[src/sdbr_pkg.sv]
// Package for the screen data backup/restore controller.
// Assumes a single 200 MHz clock domain; no import, use sdbr_pkg::name.
package sdbr_pkg;

   // ----------------------------------------------------------------
   // Register map (APB, byte addresses)
   // ----------------------------------------------------------------
   localparam logic [7:0] CTRL_OFFSET = 8'h00;
   localparam logic [7:0] STATUS_OFFSET = 8'h04;
   localparam logic [7:0] SWITCH_OFFSET = 8'h08;
   localparam logic [7:0] XFER_OFFSET = 8'h0c;

   // CTRL write bits: pulses from touch panel
   localparam int CTRL_DIR_BIT = 0;
   localparam int CTRL_BANK_BIT = 1;
   localparam int CTRL_EXEC_BIT = 2;
   localparam int CTRL_ACK_BIT = 3;

   // XFER write bits: flash engine results
   localparam int XFER_PHASE_DONE_BIT = 0;
   localparam int XFER_INIT_FAIL_BIT = 1;
   localparam int XFER_WRITE_FAIL_BIT = 2;
   localparam int XFER_VERIFY_FAIL_BIT = 3;

   // ----------------------------------------------------------------
   // Timing
   // ----------------------------------------------------------------
   localparam int CLK_MHZ = 200;
   localparam int BLINK_HALF_MS = 250;
   localparam int BLINK_HALF_CYCLES = BLINK_HALF_MS * CLK_MHZ * 1000;

   // ----------------------------------------------------------------
   // Types
   // ----------------------------------------------------------------
   typedef enum logic [2:0]
   {
      PHASE_IDLE,
      PHASE_PREPARING,
      PHASE_TRANSMITTING,
      PHASE_VERIFYING,
      PHASE_FINISHED
   } sdbr_phase_type;

   typedef enum logic [2:0]
   {
      ERR_NONE,
      ERR_MODE,
      ERR_PROTECT,
      ERR_FLASH,
      ERR_VERIFY
   } sdbr_error_type;

   // Switches as sampled at startup
   typedef struct packed
   {
      logic protect_group_reserved;
      logic auto_bank_select;
      logic unit_write_enable;
      logic terminal_write_enable;
      logic mode_group_reserved;
      logic manual_transfer_select;
      logic auto_backup_select;
      logic auto_restore_select;
   } sdbr_switch_type;

   // Command to the flash engine
   typedef struct packed
   {
      logic to_unit;
      logic bank;
      logic terminal_write_allow;
      logic unit_write_allow;
      logic terminal_read_only;
   } sdbr_xfer_type;

   localparam logic [7:0] SWITCH_RESET = 8'h00;

endpackage : sdbr_pkg

[src/sdbr_blink.sv]
// Blink divider for the run indicator.
// Assumes the same clock and reset as the controller.
`timescale 1ns/10ps
`default_nettype none

module sdbr_blink
#(
   parameter int HALF_CYCLES = sdbr_pkg::BLINK_HALF_CYCLES
)
(
   // Clock and reset
   input wire logic pclk,
   input wire logic presetn,
   // Blink output
   output logic blink
);

   typedef struct packed
   {
      logic [31:0] count;
      logic level;
   } sdbr_blink_state_type;

   sdbr_blink_state_type state_reg;
   sdbr_blink_state_type state_next;

   always_comb
   begin
      state_next = state_reg;
      if (state_reg.count >= 32'(HALF_CYCLES - 1))
      begin
         state_next.count = 32'h0;
         state_next.level = ~state_reg.level;
      end
      else
      begin
         state_next.count = state_reg.count + 32'h1;
      end
   end

   always_ff @(posedge pclk or negedge presetn)
   begin
      if (!presetn)
      begin
         state_reg <= '0;
      end
      else
      begin
         state_reg <= state_next;
      end
   end

   assign blink = state_reg.level;

endmodule // sdbr_blink

`default_nettype wire

[src/sdbr_ctrl.sv]
// Screen data backup/restore controller with APB register access.
// Assumes switch pins are asynchronous and a flash engine reports phase
// completion and failures through the transfer register.
`timescale 1ns/10ps
`default_nettype none

module sdbr_ctrl
#(
   parameter int BLINK_HALF_CYCLES = sdbr_pkg::BLINK_HALF_CYCLES
)
(
   // Clock and reset
   input wire logic pclk,
   input wire logic presetn,
   // APB slave
   input wire logic psel,
   input wire logic penable,
   input wire logic pwrite,
   input wire logic [7:0] paddr,
   input wire logic [31:0] pwdata,
   output logic [31:0] prdata,
   output logic pready,
   output logic pslverr,
   // Memory unit pins
   input wire logic unit_present,
   input wire logic [7:0] switch_pins,
   // Flash engine command
   output logic xfer_start,
   output sdbr_pkg::sdbr_xfer_type xfer_cmd,
   // Operator outputs
   output sdbr_pkg::sdbr_phase_type phase,
   output sdbr_pkg::sdbr_error_type error_code,
   output logic run_indicator,
   output logic buzzer,
   output logic normal_operation_allowed
);

   // ----------------------------------------------------------------
   // State
   // ----------------------------------------------------------------
   typedef enum logic [1:0]
   {
      ST_SAMPLE,
      ST_MANUAL,
      ST_RUN,
      ST_HALT
   } sdbr_ctrl_mode_type;

   typedef struct packed
   {
      logic [7:0] sync1;
      logic [7:0] sync2;
      logic present1;
      logic present2;
      sdbr_pkg::sdbr_switch_type sw;
      sdbr_ctrl_mode_type mode;
      sdbr_pkg::sdbr_phase_type phase;
      sdbr_pkg::sdbr_error_type err;
      logic manual_to_unit;
      logic manual_bank;
      logic is_auto;
      logic start;
      sdbr_pkg::sdbr_xfer_type cmd;
      logic [31:0] rdata;
   } sdbr_ctrl_state_type;

   sdbr_ctrl_state_type state_reg;
   sdbr_ctrl_state_type state_next;
   logic blink;

   // Exactly-one-hot check over the three mode switches
   function automatic logic mode_valid(input sdbr_pkg::sdbr_switch_type s);
      logic [1:0] n;
      n = 2'(s.auto_restore_select) + 2'(s.auto_backup_select)
         + 2'(s.manual_transfer_select);
      return n == 2'h1;
   endfunction

   function automatic logic write_allowed(input sdbr_pkg::sdbr_switch_type s,
      input logic to_unit);
      return to_unit ? s.unit_write_enable : s.terminal_write_enable;
   endfunction

   // ----------------------------------------------------------------
   // APB decode
   // ----------------------------------------------------------------
   logic wr_en;
   logic rd_en;
   logic mapped;
   assign mapped = (paddr == sdbr_pkg::CTRL_OFFSET)
      || (paddr == sdbr_pkg::STATUS_OFFSET)
      || (paddr == sdbr_pkg::SWITCH_OFFSET)
      || (paddr == sdbr_pkg::XFER_OFFSET);
   assign wr_en = psel && penable && pwrite && mapped;
   assign rd_en = psel && !penable && !pwrite;

   logic press_dir;
   logic press_bank;
   logic press_exec;
   logic press_ack;
   logic phase_done;
   logic init_fail;
   logic write_fail;
   logic verify_fail;
   always_comb
   begin
      press_dir = 1'b0;
      press_bank = 1'b0;
      press_exec = 1'b0;
      press_ack = 1'b0;
      phase_done = 1'b0;
      init_fail = 1'b0;
      write_fail = 1'b0;
      verify_fail = 1'b0;
      if (wr_en && paddr == sdbr_pkg::CTRL_OFFSET)
      begin
         press_dir = pwdata[sdbr_pkg::CTRL_DIR_BIT];
         press_bank = pwdata[sdbr_pkg::CTRL_BANK_BIT];
         press_exec = pwdata[sdbr_pkg::CTRL_EXEC_BIT];
         press_ack = pwdata[sdbr_pkg::CTRL_ACK_BIT];
      end
      if (wr_en && paddr == sdbr_pkg::XFER_OFFSET)
      begin
         phase_done = pwdata[sdbr_pkg::XFER_PHASE_DONE_BIT];
         init_fail = pwdata[sdbr_pkg::XFER_INIT_FAIL_BIT];
         write_fail = pwdata[sdbr_pkg::XFER_WRITE_FAIL_BIT];
         verify_fail = pwdata[sdbr_pkg::XFER_VERIFY_FAIL_BIT];
      end
   end

   // ----------------------------------------------------------------
   // Next state
   // ----------------------------------------------------------------
   always_comb
   begin
      state_next = state_reg;
      state_next.start = 1'b0;
      // Pins pass two flops before use
      state_next.sync1 = switch_pins;
      state_next.sync2 = state_reg.sync1;
      state_next.present1 = unit_present;
      state_next.present2 = state_reg.present1;

      case (state_reg.mode)
         ST_SAMPLE:
         begin
            // Waits for present2 so sync2 holds pin values taken with the unit present
            if (state_reg.present2)
            begin
               state_next.sw = state_reg.sync2;
               if (!mode_valid(state_reg.sync2))
               begin
                  state_next.err = sdbr_pkg::ERR_MODE;
                  state_next.mode = ST_HALT;
               end
               else if (state_reg.sync2[2])
               begin
                  state_next.mode = ST_MANUAL;
               end
               else
               begin
                  // Bank switch only matters for automatic transfers
                  state_next.is_auto = 1'b1;
                  state_next.cmd.to_unit = state_reg.sync2[1];
                  state_next.cmd.bank = state_reg.sync2[6];
                  if (!write_allowed(state_reg.sync2, state_reg.sync2[1]))
                  begin
                     state_next.err = sdbr_pkg::ERR_PROTECT;
                     state_next.mode = ST_HALT;
                  end
                  else
                  begin
                     state_next.mode = ST_RUN;
                     state_next.start = 1'b1;
                     state_next.phase = sdbr_pkg::PHASE_PREPARING;
                  end
               end
            end
         end
         ST_MANUAL:
         begin
            if (state_reg.err == sdbr_pkg::ERR_PROTECT)
            begin
               if (press_ack)
               begin
                  state_next.err = sdbr_pkg::ERR_NONE;
               end
            end
            else if (press_exec)
            begin
               state_next.cmd.to_unit = state_reg.manual_to_unit;
               state_next.cmd.bank = state_reg.manual_bank;
               if (!write_allowed(state_reg.sw, state_reg.manual_to_unit))
               begin
                  state_next.err = sdbr_pkg::ERR_PROTECT;
               end
               else
               begin
                  state_next.mode = ST_RUN;
                  state_next.start = 1'b1;
                  state_next.phase = sdbr_pkg::PHASE_PREPARING;
               end
            end
            else
            begin
               state_next.manual_to_unit = state_reg.manual_to_unit ^ press_dir;
               state_next.manual_bank = state_reg.manual_bank ^ press_bank;
            end
         end
         ST_RUN:
         begin
            if (init_fail || write_fail)
            begin
               state_next.err = sdbr_pkg::ERR_FLASH;
               state_next.mode = ST_HALT;
            end
            else if (verify_fail
               && state_reg.phase == sdbr_pkg::PHASE_VERIFYING)
            begin
               state_next.err = sdbr_pkg::ERR_VERIFY;
               state_next.mode = ST_HALT;
            end
            else if (phase_done)
            begin
               case (state_reg.phase)
                  sdbr_pkg::PHASE_PREPARING:
                     state_next.phase = sdbr_pkg::PHASE_TRANSMITTING;
                  sdbr_pkg::PHASE_TRANSMITTING:
                     state_next.phase = sdbr_pkg::PHASE_VERIFYING;
                  default:
                  begin
                     state_next.phase = sdbr_pkg::PHASE_FINISHED;
                     state_next.mode = ST_HALT;
                  end
               endcase
            end
         end
         default:
         begin
            // Finished or latched error: only reset leaves here
            state_next.mode = ST_HALT;
         end
      endcase

      // Write permissions follow the sampled switches and the transfer direction
      state_next.cmd.terminal_write_allow = state_next.sw.terminal_write_enable
         && !state_next.cmd.to_unit;
      state_next.cmd.unit_write_allow = state_next.sw.unit_write_enable
         && state_next.cmd.to_unit;
      state_next.cmd.terminal_read_only = state_next.cmd.to_unit;

      state_next.rdata = 32'h0;
      if (rd_en)
      begin
         case (paddr)
            sdbr_pkg::STATUS_OFFSET:
               state_next.rdata = {22'h0, state_reg.manual_bank,
                  state_reg.manual_to_unit, 2'(state_reg.mode),
                  3'(state_reg.err), 3'(state_reg.phase)};
            sdbr_pkg::SWITCH_OFFSET:
               state_next.rdata = {24'h0, state_reg.sw};
            default:
               state_next.rdata = 32'h0;
         endcase
      end
   end

   always_ff @(posedge pclk or negedge presetn)
   begin
      if (!presetn)
      begin
         state_reg <= '0;
      end
      else
      begin
         state_reg <= state_next;
      end
   end

   // ----------------------------------------------------------------
   // Run indicator blink
   // ----------------------------------------------------------------
   sdbr_blink #(.HALF_CYCLES(BLINK_HALF_CYCLES)) u_blink
   (
      .pclk(pclk),
      .presetn(presetn),
      .blink(blink)
   );

   // ----------------------------------------------------------------
   // Outputs
   // ----------------------------------------------------------------
   logic err_active;
   assign err_active = state_reg.err != sdbr_pkg::ERR_NONE;

   always_comb
   begin
      if (err_active)
      begin
         run_indicator = blink;
      end
      else if (state_reg.phase == sdbr_pkg::PHASE_FINISHED)
      begin
         run_indicator = 1'b1;
      end
      else if (state_reg.mode == ST_RUN)
      begin
         run_indicator = blink;
      end
      else
      begin
         run_indicator = 1'b0;
      end
   end

   assign buzzer = err_active;
   assign error_code = state_reg.err;
   assign phase = state_reg.phase;
   assign xfer_start = state_reg.start;
   assign xfer_cmd = state_reg.cmd;
   // Lowered as soon as the unit is seen, and held until reset
   assign normal_operation_allowed = !state_reg.present2
      && state_reg.mode == ST_SAMPLE;

   // Reads are registered in setup, so every access ends in one wait-free phase
   assign prdata = state_reg.rdata;
   assign pready = 1'b1;
   assign pslverr = psel && penable && !mapped;

endmodule // sdbr_ctrl

`default_nettype wire

[config.mk]
export PLATFORM = sky130hd
export DESIGN_NAME = sdbr_ctrl
export DESIGN_NICKNAME = d
export VERILOG_FILES = /design/src/sdbr_pkg.sv /design/src/sdbr_blink.sv /design/src/sdbr_ctrl.sv
export SDC_FILE = /design/constraint.sdc
export NUM_CORES = 1
export LEC_CHECK = 0
export BUFFER_PORTS_ARGS = -buffer_cell sky130_fd_sc_hd__buf_2
export CORE_MARGIN = 8
export CORE_UTILIZATION = 48
export DETAILED_ROUTE_END_ITERATION = 16
export HOLD_SLACK_MARGIN = 0.06
export PLACE_DENSITY = 0.76
export SYNTH_ARGS = -nofsm -noshare
export SYNTH_HDL_FRONTEND = slang
export SYNTH_HIERARCHICAL = 1
export SYNTH_SLANG_ARGS = --single-unit
[constraint.sdc]
create_clock -name pclk -period 2.29 [get_ports pclk]
set_input_delay 0.229 -clock pclk [delete_from_list [all_inputs] [get_ports pclk]]
set_output_delay 0.229 -clock pclk [all_outputs]
set_load 0.005 [all_outputs]
==> results of run 1 <==
[routing by layer]
metal | track usage [%] | part of all wire [%] | vias to the layer above
li1 | - | - | 1373
met2 | 22.0 | 47 | 88
met4 | 7.23 | 2.2 | 0
met1 | 17.2 | 45 | 1419
met3 | 3.07 | 6.2 | 14
met5 | 0 | 0 | -
[through the flow]
step	utilization [%]	cell area, um^2	setup WS, ns	instances
3_5_place_dp	51.1	4370	0.0158	527
3_3_place_gp	51.1	4370	0.0773	527
5_1_grt	54.8	4680	-0.0303	554
4_1_cts	54.6	4670	0.000485	553
6_report	54.8	4680	0.0446	554
2_1_floorplan	-	4260	0.0611	412
[kinds of logic (layout without fill, tap and decap cells)]
kind of cell,count (synthesis),in the layout,share of synthesized area [%]
AO/OA/AOI/OAI,46,46,8.20
XOR/XNOR,27,27,5.68
adder cells (fa/ha/maj),6,6,1.98
buffers and inverters,68,102,10.5
flip-flops,84,84,50.5
multiplexers,15,15,4.08
other,3,29,0.270
AND/OR/NAND/NOR,137,137,18.9
[worst max path at each step]
| stage | cells past startpoint | startpoint | end |
|---|---|---|---|
| 2_1_floorplan | 7 | state_reg[61] | phase[0] |
| 3_3_place_gp | 6 | state_reg[60] | xfer_cmd[3] |
| 3_5_place_dp | 6 | state_reg[60] | xfer_cmd[3] |
| 4_1_cts | 8 | state_reg[60] | phase[1] |
| 5_1_grt | 6 | state_reg[60] | xfer_cmd[3] |
| 6_report | 6 | state_reg[61] | xfer_cmd[3] |
[timing repair]
action,in CTS,in global routing
setup endpoints to repair,2,8
buffers inserted,0,1
resized for setup,2,3
endpoints found under the hold margin,34,0
pin swaps,0,1
hold buffers,10,0
[area by class of cell]
cell class	count	share of cell area (%)
multi-input combinational	260	37.3
clock inverter	6	1.36
sequential	84	44.9
clock buffer	10	2.72
tap	108	2.88
inverter	16	1.28
timing repair buffer	70	9.62
[placed cells by master (no fill, tap or decap), types with 10 or more instances in the layout]
master,n
xor2_1,17
buf_2,50
xnor2_1,10
nand2_1,21
dfrtp_1,84
inv_1,15
nand3_1,13
dlygate4sd3_1,10
o21ai_0,10
nor2_1,40
conb_1,29
nand4_1,11
[power by group]
part | switching (mW) | internal (mW)
logic | 0.0866 | 0.0569
registers | 0.0182 | 1.51
clock network | 0.510 | 0.504
total | 0.614 | 2.07
[worst max-delay path, cell delays in order (launching register included)]
cell	delay (ns)
dfrtp_1	0.42
inv_1	0.10
fa_1	0.43
nand2b_1	0.18
or4_1	0.51
a41o_1	0.27
a221oi_2	0.26
==> impl_metrics.tcl, run 1 <==
set metrics [dict create \
    status "complete, no violations" \
    tightest_slew_ns 0.614 \
    yosysUniqueCellTypes 63 \
    grtUsageTotal_pct 13.8 \
    final_max_slew_viol_count 0 \
    finClkSkew_ns 0.0110 \
    hpwlAfterDp_mm 5.84 \
    drc 0 \
    synth.area.top_cells "dfrtp_1, buf_4, nor2_1" \
    min_path_cells 3 \
    powerDensity_nw_per_um2 574 \
    final_nets 501 \
    routed_wirelength_mm 7.90 \
    synth_warnings 6 \
    clock-sinks 84 \
    hp-start "pwdata[1]" \
    wl_per_cell_um 14.3 \
    path_class "flip-flop to flip-flop" \
    setup_tns_ns 0 \
    die_x_um 109 \
    dieArea_um2 11900 \
    synth_most_common_cell "dfrtp_1" \
    synth_flop_cell "dfrtp_1" \
    ys_ff_latch 84 \
    place_congestion 0.863 \
    ant_nets 0 \
    largest_reg_flops 32 \
    grt_max_degree 60 \
    hp-class "primary input to flip-flop" \
    regArea_um2 2100 \
    grt_pass1_vias 2816 \
    yosys.area.top_type "dfrtp_1" \
    io_buffers 51 \
    startpoint_type "flip-flop" \
    core_um2 8550 \
    leakage_nw 2.22 \
    cap_violations 0 \
    vias 2894 \
    cp.required_ns 2.54 \
    die_y_um 109 \
    setup_viol 0 \
    hold_viol 0 \
    synth_cells 386 \
    grt_pass1_wl_mm 13.0 \
    synth_edf_count 0 \
    h-tree-depth 3 \
    synth.cell_area_um2 4170 \
    first_pass_iters 5 \
    antenna_found_initial 0 \
    r2r-end "xfer_cmd[3]" \
    crit_arrival_ns 2.49 \
    reg2reg_from "state_reg[61]" \
    cts_tree "yes" \
    vias_per_cell 5.22 \
    reg2reg_depth 6 \
    min_period_ns 2.25 \
    synthArstFlopShare_pct 100 \
    hold_end "state_reg[39]" \
    clk_latency_ns 0.34 \
    synth_commonest_cells "dfrtp_1, buf_4, nor2_1" \
    fmax_mhz 445 \
    clockRootBuffer "clkbuf_8" \
    fin_crit_sh_pct 98.1 \
    clockBufferDepth 2 \
    cts_inserted_buffers 9 \
    whs_ns 0.176 \
    relSlewSlack_pct 59.0 \
    antenna_cells 0 \
    area_growth_pct 12.4 \
    fillers 733 \
    power_mw 2.69 \
    drive_gt1_share_pct 24.9 \
    r2r_slack_ns 0.04 \
    rsz0062_at_grt "yes" \
    grt-ovfl-total 0 \
    ir_worst_vdd_mv 0.387 \
    synth.yosys.seq_area_share_pct 50.5 \
    initial_core_util_pct 48.7 \
    clk_pin_slew_ns 0.09 \
    end_kind "flip-flop" \
    drtIter0Drc 177 \
    multiInputGateArea_um2 1750 \
    path_max_fanout 5 \
    fp-row-count 34 \
    synth_area_per_cell_um2 10.8 \
    yosys.area.top_type_share_pct 50.5 \
    io_pins 103 \
]
(Power assumes the default switching activity.)
==> run 2: changes to the inputs <==
==> constraint.sdc (replaced) <==
create_clock -name pclk -period 2.29 [get_ports pclk]
set_input_delay 0.458 -clock pclk [delete_from_list [all_inputs] [get_ports pclk]]
set_output_delay 0.458 -clock pclk [all_outputs]
set_load 0.005 [all_outputs]
==> run 2 against run 1 <==
Compared with the run above:
- global-route usage rose by 0.70 points
- sequential power hardly changed
- final cell count grew 0.18%
- count of clock-buffer cells in the layout increased by 3
- critical path depth unchanged
- combinational power hardly changed
- via count fell by 0.55%
- worst setup slack better by 0.021 ns
- register-to-register slack improved by 0.02 ns
- sequential share of layout area shrank 0.23 points
- clock skew is 0.0021 ns higher
==> impl_metrics.tcl, run 2 (synthesized netlist as in run 1, its figures left out) <==
set metrics [dict create \
    ant_nets 0 \
    clock-sinks 84 \
    grt_pass1_vias 2846 \
    routed_wirelength_mm 8.19 \
    final_max_slew_viol_count 0 \
    min_period_ns 2.22 \
    clk_latency_ns 0.35 \
    crit_family "simple AND/OR/NAND/NOR gates" \
    dieArea_um2 11900 \
    placed_cell_area_um2 4410 \
    core_um2 8550 \
    mostFrequentLayoutCells "dfrtp_1, buf_2, nor2_1" \
    powerDensity_nw_per_um2 605 \
    io_buffers 51 \
    fp-row-count 34 \
    hp-class "primary input to asynchronous set/reset pin" \
    drtIter0Drc 138 \
    place_congestion 0.855 \
    drc 0 \
    cp.required_ns 2.54 \
    wl_per_cell_um 14.7 \
    postCtsHoldBufs 0 \
    die_x_um 109 \
    path_buf_inv 1 \
    startpoint_type "flip-flop" \
    cts_inserted_buffers 9 \
    ir_worst_vdd_mv 0.405 \
    path_max_fanout 4 \
    design_area_um2 4710 \
    finClkSkew_ns 0.0131 \
    finalCoreUtilization_pct 55.1 \
    drive_gt1_share_pct 27.7 \
    vias 2878 \
    cap_violations 0 \
    reg2reg_from "state_reg[61]" \
    setup_viol 0 \
    initial_core_util_pct 48.7 \
    vias_per_cell 5.19 \
    grtUsageTotal_pct 14.5 \
    clockBufferDepth 2 \
    end_kind "flip-flop" \
    cpMaxStageDelayCell "fa_1" \
    status "complete, no violations" \
    area_growth_pct 13.0 \
    grt-ovfl-total 0 \
    clk_pin_slew_ns 0.08 \
    setup.worst_path.start "state_reg[61]" \
    first_pass_iters 4 \
    tightest_slew_ns 0.633 \
    io_pins 103 \
    final_nets 502 \
    crit_arrival_ns 2.48 \
    path_class "flip-flop to flip-flop" \
    cts_tree "yes" \
    clockRootBuffer "clkbuf_8" \
    die_y_um 109 \
    mostFrequentLayoutCell "dfrtp_1" \
    critPathMaxStageDelay_ns 0.49 \
    leakage_nw 2.26 \
    hold_viol 0 \
    fin_crit_sh_pct 97.1 \
    relSlewSlack_pct 57.8 \
    antenna_cells 0 \
    path_cells "inv_2, fa_1, nand2b_4, or4_4, a41o_1, a221oi_2" \
    grt_pass1_wl_mm 13.7 \
    antenna_found_initial 0 \
    h-tree-depth 3 \
    setup_tns_ns 0 \
    power_mw 2.85 \
    hpwlAfterDp_mm 6.00 \
    largest_reg_flops 32 \
    grt_max_degree 55 \
    fmax_mhz 450 \
]
==> run 2: metrics by stage <==
stage / worst slack [ns] / cells / hold slack (ns)
floorplan: 0.0611 / 412 / 0.162
global placement: 0.0809 / 535 / 0.332
detailed placement: 0.0214 / 535 / 0.335
CTS: 0.0106 / 551 / 0.151
global route: -0.0350 / 555 / 0.183
finish: 0.0657 / 555 / 0.140
==> run 2: final cells by class <==
type | instances | area, um^2
Multi-Input combinational cell | 260 | 1760
Clock inverter | 3 | 68.8
Sequential cell | 84 | 2100
Fill cell | 706 | 3840
Clock buffer | 13 | 159
Inverter | 16 | 60.1
Timing Repair Buffer | 71 | 420
Tap cell | 108 | 135
==> run 2: path summary, 6_finish.rpt <==
kind / endpoint / slack (ns) / cells past startpoint
worst max-delay path: xfer_cmd[3] / 0.07 / 6
worst min-delay path: xfer_cmd[2] / 0.14 / 1
worst max register to register: xfer_cmd[3] / 0.07 / 6
worst min register to register: state_reg[57] / 0.35 / 0
max in group asynchronous: u_blink/state_reg[9] / 1.50 / 2
min in group pclk: state_next[63] / 0.22 / 1
==> run 2: metal layers <==
| metal | part of all wire [%] | GRT usage (%) |
|---|---|---|
| met1 | 43 | 18.7 |
| met2 | 49 | 23.1 |
| met3 | 6.2 | 2.96 |
| met4 | 1.9 | 6.35 |
| met5 | 0 | 0 |
==> run 2: what timing repair did <==
| item | in CTS | in global routing |
|---|---|---|
| endpoints found under the setup margin | 1 | 9 |
| setup buffers | 0 | 4 |
| pin swaps | 0 | 6 |
| resized for setup | 1 | 8 |
| cloned | 0 | 0 |
==> run 2: report_power, final <==
group,internal (mW),switching (mW)
clock,0.677,0.497
combinational,0.0544,0.0888
sequential,1.51,0.0183
==> run 3: changes to the inputs <==
--- a/config.mk
+++ b/config.mk
@@ -6,6 +6,7 @@
 export NUM_CORES = 1
 export LEC_CHECK = 0
 export BUFFER_PORTS_ARGS = -buffer_cell sky130_fd_sc_hd__buf_2
+export CORE_ASPECT_RATIO = 0.5
 export CORE_MARGIN = 8
 export CORE_UTILIZATION = 48
 export DETAILED_ROUTE_END_ITERATION = 16
==> run 3 against run 2 <==
Compared with the run above:
- final cell count grew 1.3%
- critical path depth stayed put
- via count down 3.4%
- wire length hardly changed
- non-clock buffer count down 2
- count of clock-buffer cells in the layout shrank 3
- sequential share of layout area down 0.61 points
- flip-flop and latch count unchanged
- critical endpoint unchanged
- largest cell class unchanged
- largest power group is now clock
==> impl_metrics.tcl, run 3 (synthesized netlist as in run 1, its figures left out) <==
set metrics [dict create \
    status "complete, no violations" \
    drc 0 \
    end_kind "flip-flop" \
    io_buffers 51 \
    area_growth_pct 14.6 \
    setup_viol 0 \
    ant_nets 0 \
    min_period_ns 2.21 \
    initial_core_util_pct 48.7 \
    h-tree-depth 3 \
    drive_gt1_share_pct 27.2 \
    largest_reg_flops 32 \
    finalCoreUtilization_pct 55.8 \
    path_cells "inv_2, fa_1, nand2b_4, or4_1, a41o_1, a221oi_1" \
    power_mw 3.24 \
    hp-class "primary input to asynchronous set/reset pin" \
    r2r_slack_ns 0.08 \
    dieArea_um2 12100 \
    reg2reg_from "state_reg[60]" \
    hold_viol 0 \
    die_x_um 148 \
    reg2reg_depth 6 \
    grt_pass1_vias 2863 \
    vias 2780 \
    path_max_fanout 3 \
    clockRootBuffer "clkbuf_16" \
    grtUsageTotal_pct 14.1 \
    cap_violations 0 \
    antenna_cells 0 \
    grt_max_degree 51 \
    final_max_slew_viol_count 0 \
    io_pins 103 \
    cp.required_ns 2.52 \
    mostFrequentLayoutCell "dfrtp_1" \
    powerDensity_nw_per_um2 678 \
    relSlewSlack_pct 49.8 \
    fin_crit_sh_pct 96.7 \
    cts_inserted_buffers 9 \
    clock-sinks 84 \
    clk_latency_ns 0.33 \
    cts_tree "yes" \
    critPathMaxStageDelay_ns 0.50 \
    cpMaxStageDelayCell "or4_1" \
    ir_worst_vdd_mv 0.320 \
    grt_pass1_wl_mm 13.8 \
    wl_per_cell_um 14.6 \
    path_class "flip-flop to flip-flop" \
    r2r-end "xfer_cmd[3]" \
    startpoint_type "flip-flop" \
    finClkSkew_ns 0.00787 \
    fmax_mhz 452 \
    antenna_found_initial 0 \
    vias_per_cell 4.95 \
    leakage_nw 2.28 \
    hpwlAfterDp_mm 5.87 \
    mostFrequentLayoutCells "dfrtp_1, buf_2, nor2_1" \
    drtIter0Drc 164 \
    crit_arrival_ns 2.45 \
    routed_wirelength_mm 8.19 \
    die_y_um 81.9 \
    final_nets 500 \
    core_um2 8560 \
    fp-row-count 24 \
    clockBufferDepth 2 \
    first_pass_iters 4 \
    grt-ovfl-total 0 \
    tightest_slew_ns 0.752 \
    clk_pin_slew_ns 0.06 \
    place_congestion 0.838 \
    fillers 712 \
]
## run 3: changes by cell type in the layout (fill, tap and decap cells not counted), moves of 2 or more
| cell | previous run | this run |
|---|---|---|
| clkbuf_8 | 11 | 1 |
| clkbuf_1 | 2 | 0 |
| o21ai_0 | 9 | 11 |
| clkbuf_16 | 0 | 9 |
| o21ai_1 | 2 | 0 |
| clkinv_2 | 0 | 2 |
## run 3: layer usage
metal  up-vias  track usage [%]  part of all wire [%]
li1       1362                -                     -
met4         0             5.45                  0.98
met2        80             24.4                    47
met3         8             4.62                   6.6
met5         -                0                     0
met1      1330             16.6                    46
## run 3: what timing repair did
item | CTS | global route
hold buffers | 0 | 0
endpoints found under the setup margin | 0 | 9
buffers inserted | 0 | 1
gates resized for setup | 0 | 4
## run 3: report_power, final
group | switching [mW] | internal, mW | leakage, nW
clock network | 0.577 | 0.984 | 0.159
logic | 0.0877 | 0.0519 | 1.01
registers | 0.0198 | 1.51 | 1.10
## run 3: layout make-up
type	instances	area (um^2)	area share (%)
Clock inverter	6	86.3	1.81
Inverter	16	60.1	1.26
Timing Repair Buffer	69	393	8.23
Clock buffer	10	239	5.01
Sequential cell	84	2100	44.0
Multi-Input combinational cell	260	1750	36.6
Tap cell	117	146	3.07
## run 3: how the worst max path moves through the flow
stage                  startpoint           to  cells past startpoint
finish              state_reg[60]  xfer_cmd[3]                      6
global route        state_reg[60]  xfer_cmd[2]                      8
CTS                 state_reg[60]  xfer_cmd[3]                      6
detailed placement  state_reg[60]  xfer_cmd[3]                      6
global placement    state_reg[60]  xfer_cmd[3]                      6
floorplan           state_reg[61]     phase[0]                      7
## run 3: per-stage QoR
stage / instances / cell area (um^2) / hold WS, ns / setup WS, ns / setup TNS (ns)
after CTS: 561 / 4750 / 0.150 / 0.0305 / 0
after global placement: 545 / 4420 / 0.333 / 0.0648 / 0
after detailed placement: 545 / 4420 / 0.335 / 0.0446 / 0
final: 562 / 4770 / 0.132 / 0.0752 / 0
after floorplan: 412 / 4260 / 0.162 / 0.0611 / 0
after global routing: 562 / 4770 / 0.178 / -0.0406 / -0.0856
## run 3: critical path: cells and delay by family (launching register included)
family	cells	cell delay, ns
and+or+nand+nor	2	0.66
AOI/OAI and AO/OA	2	0.51
adders and majority gates	1	0.48
DFF	1	0.39
buffers and inverters	1	0.07
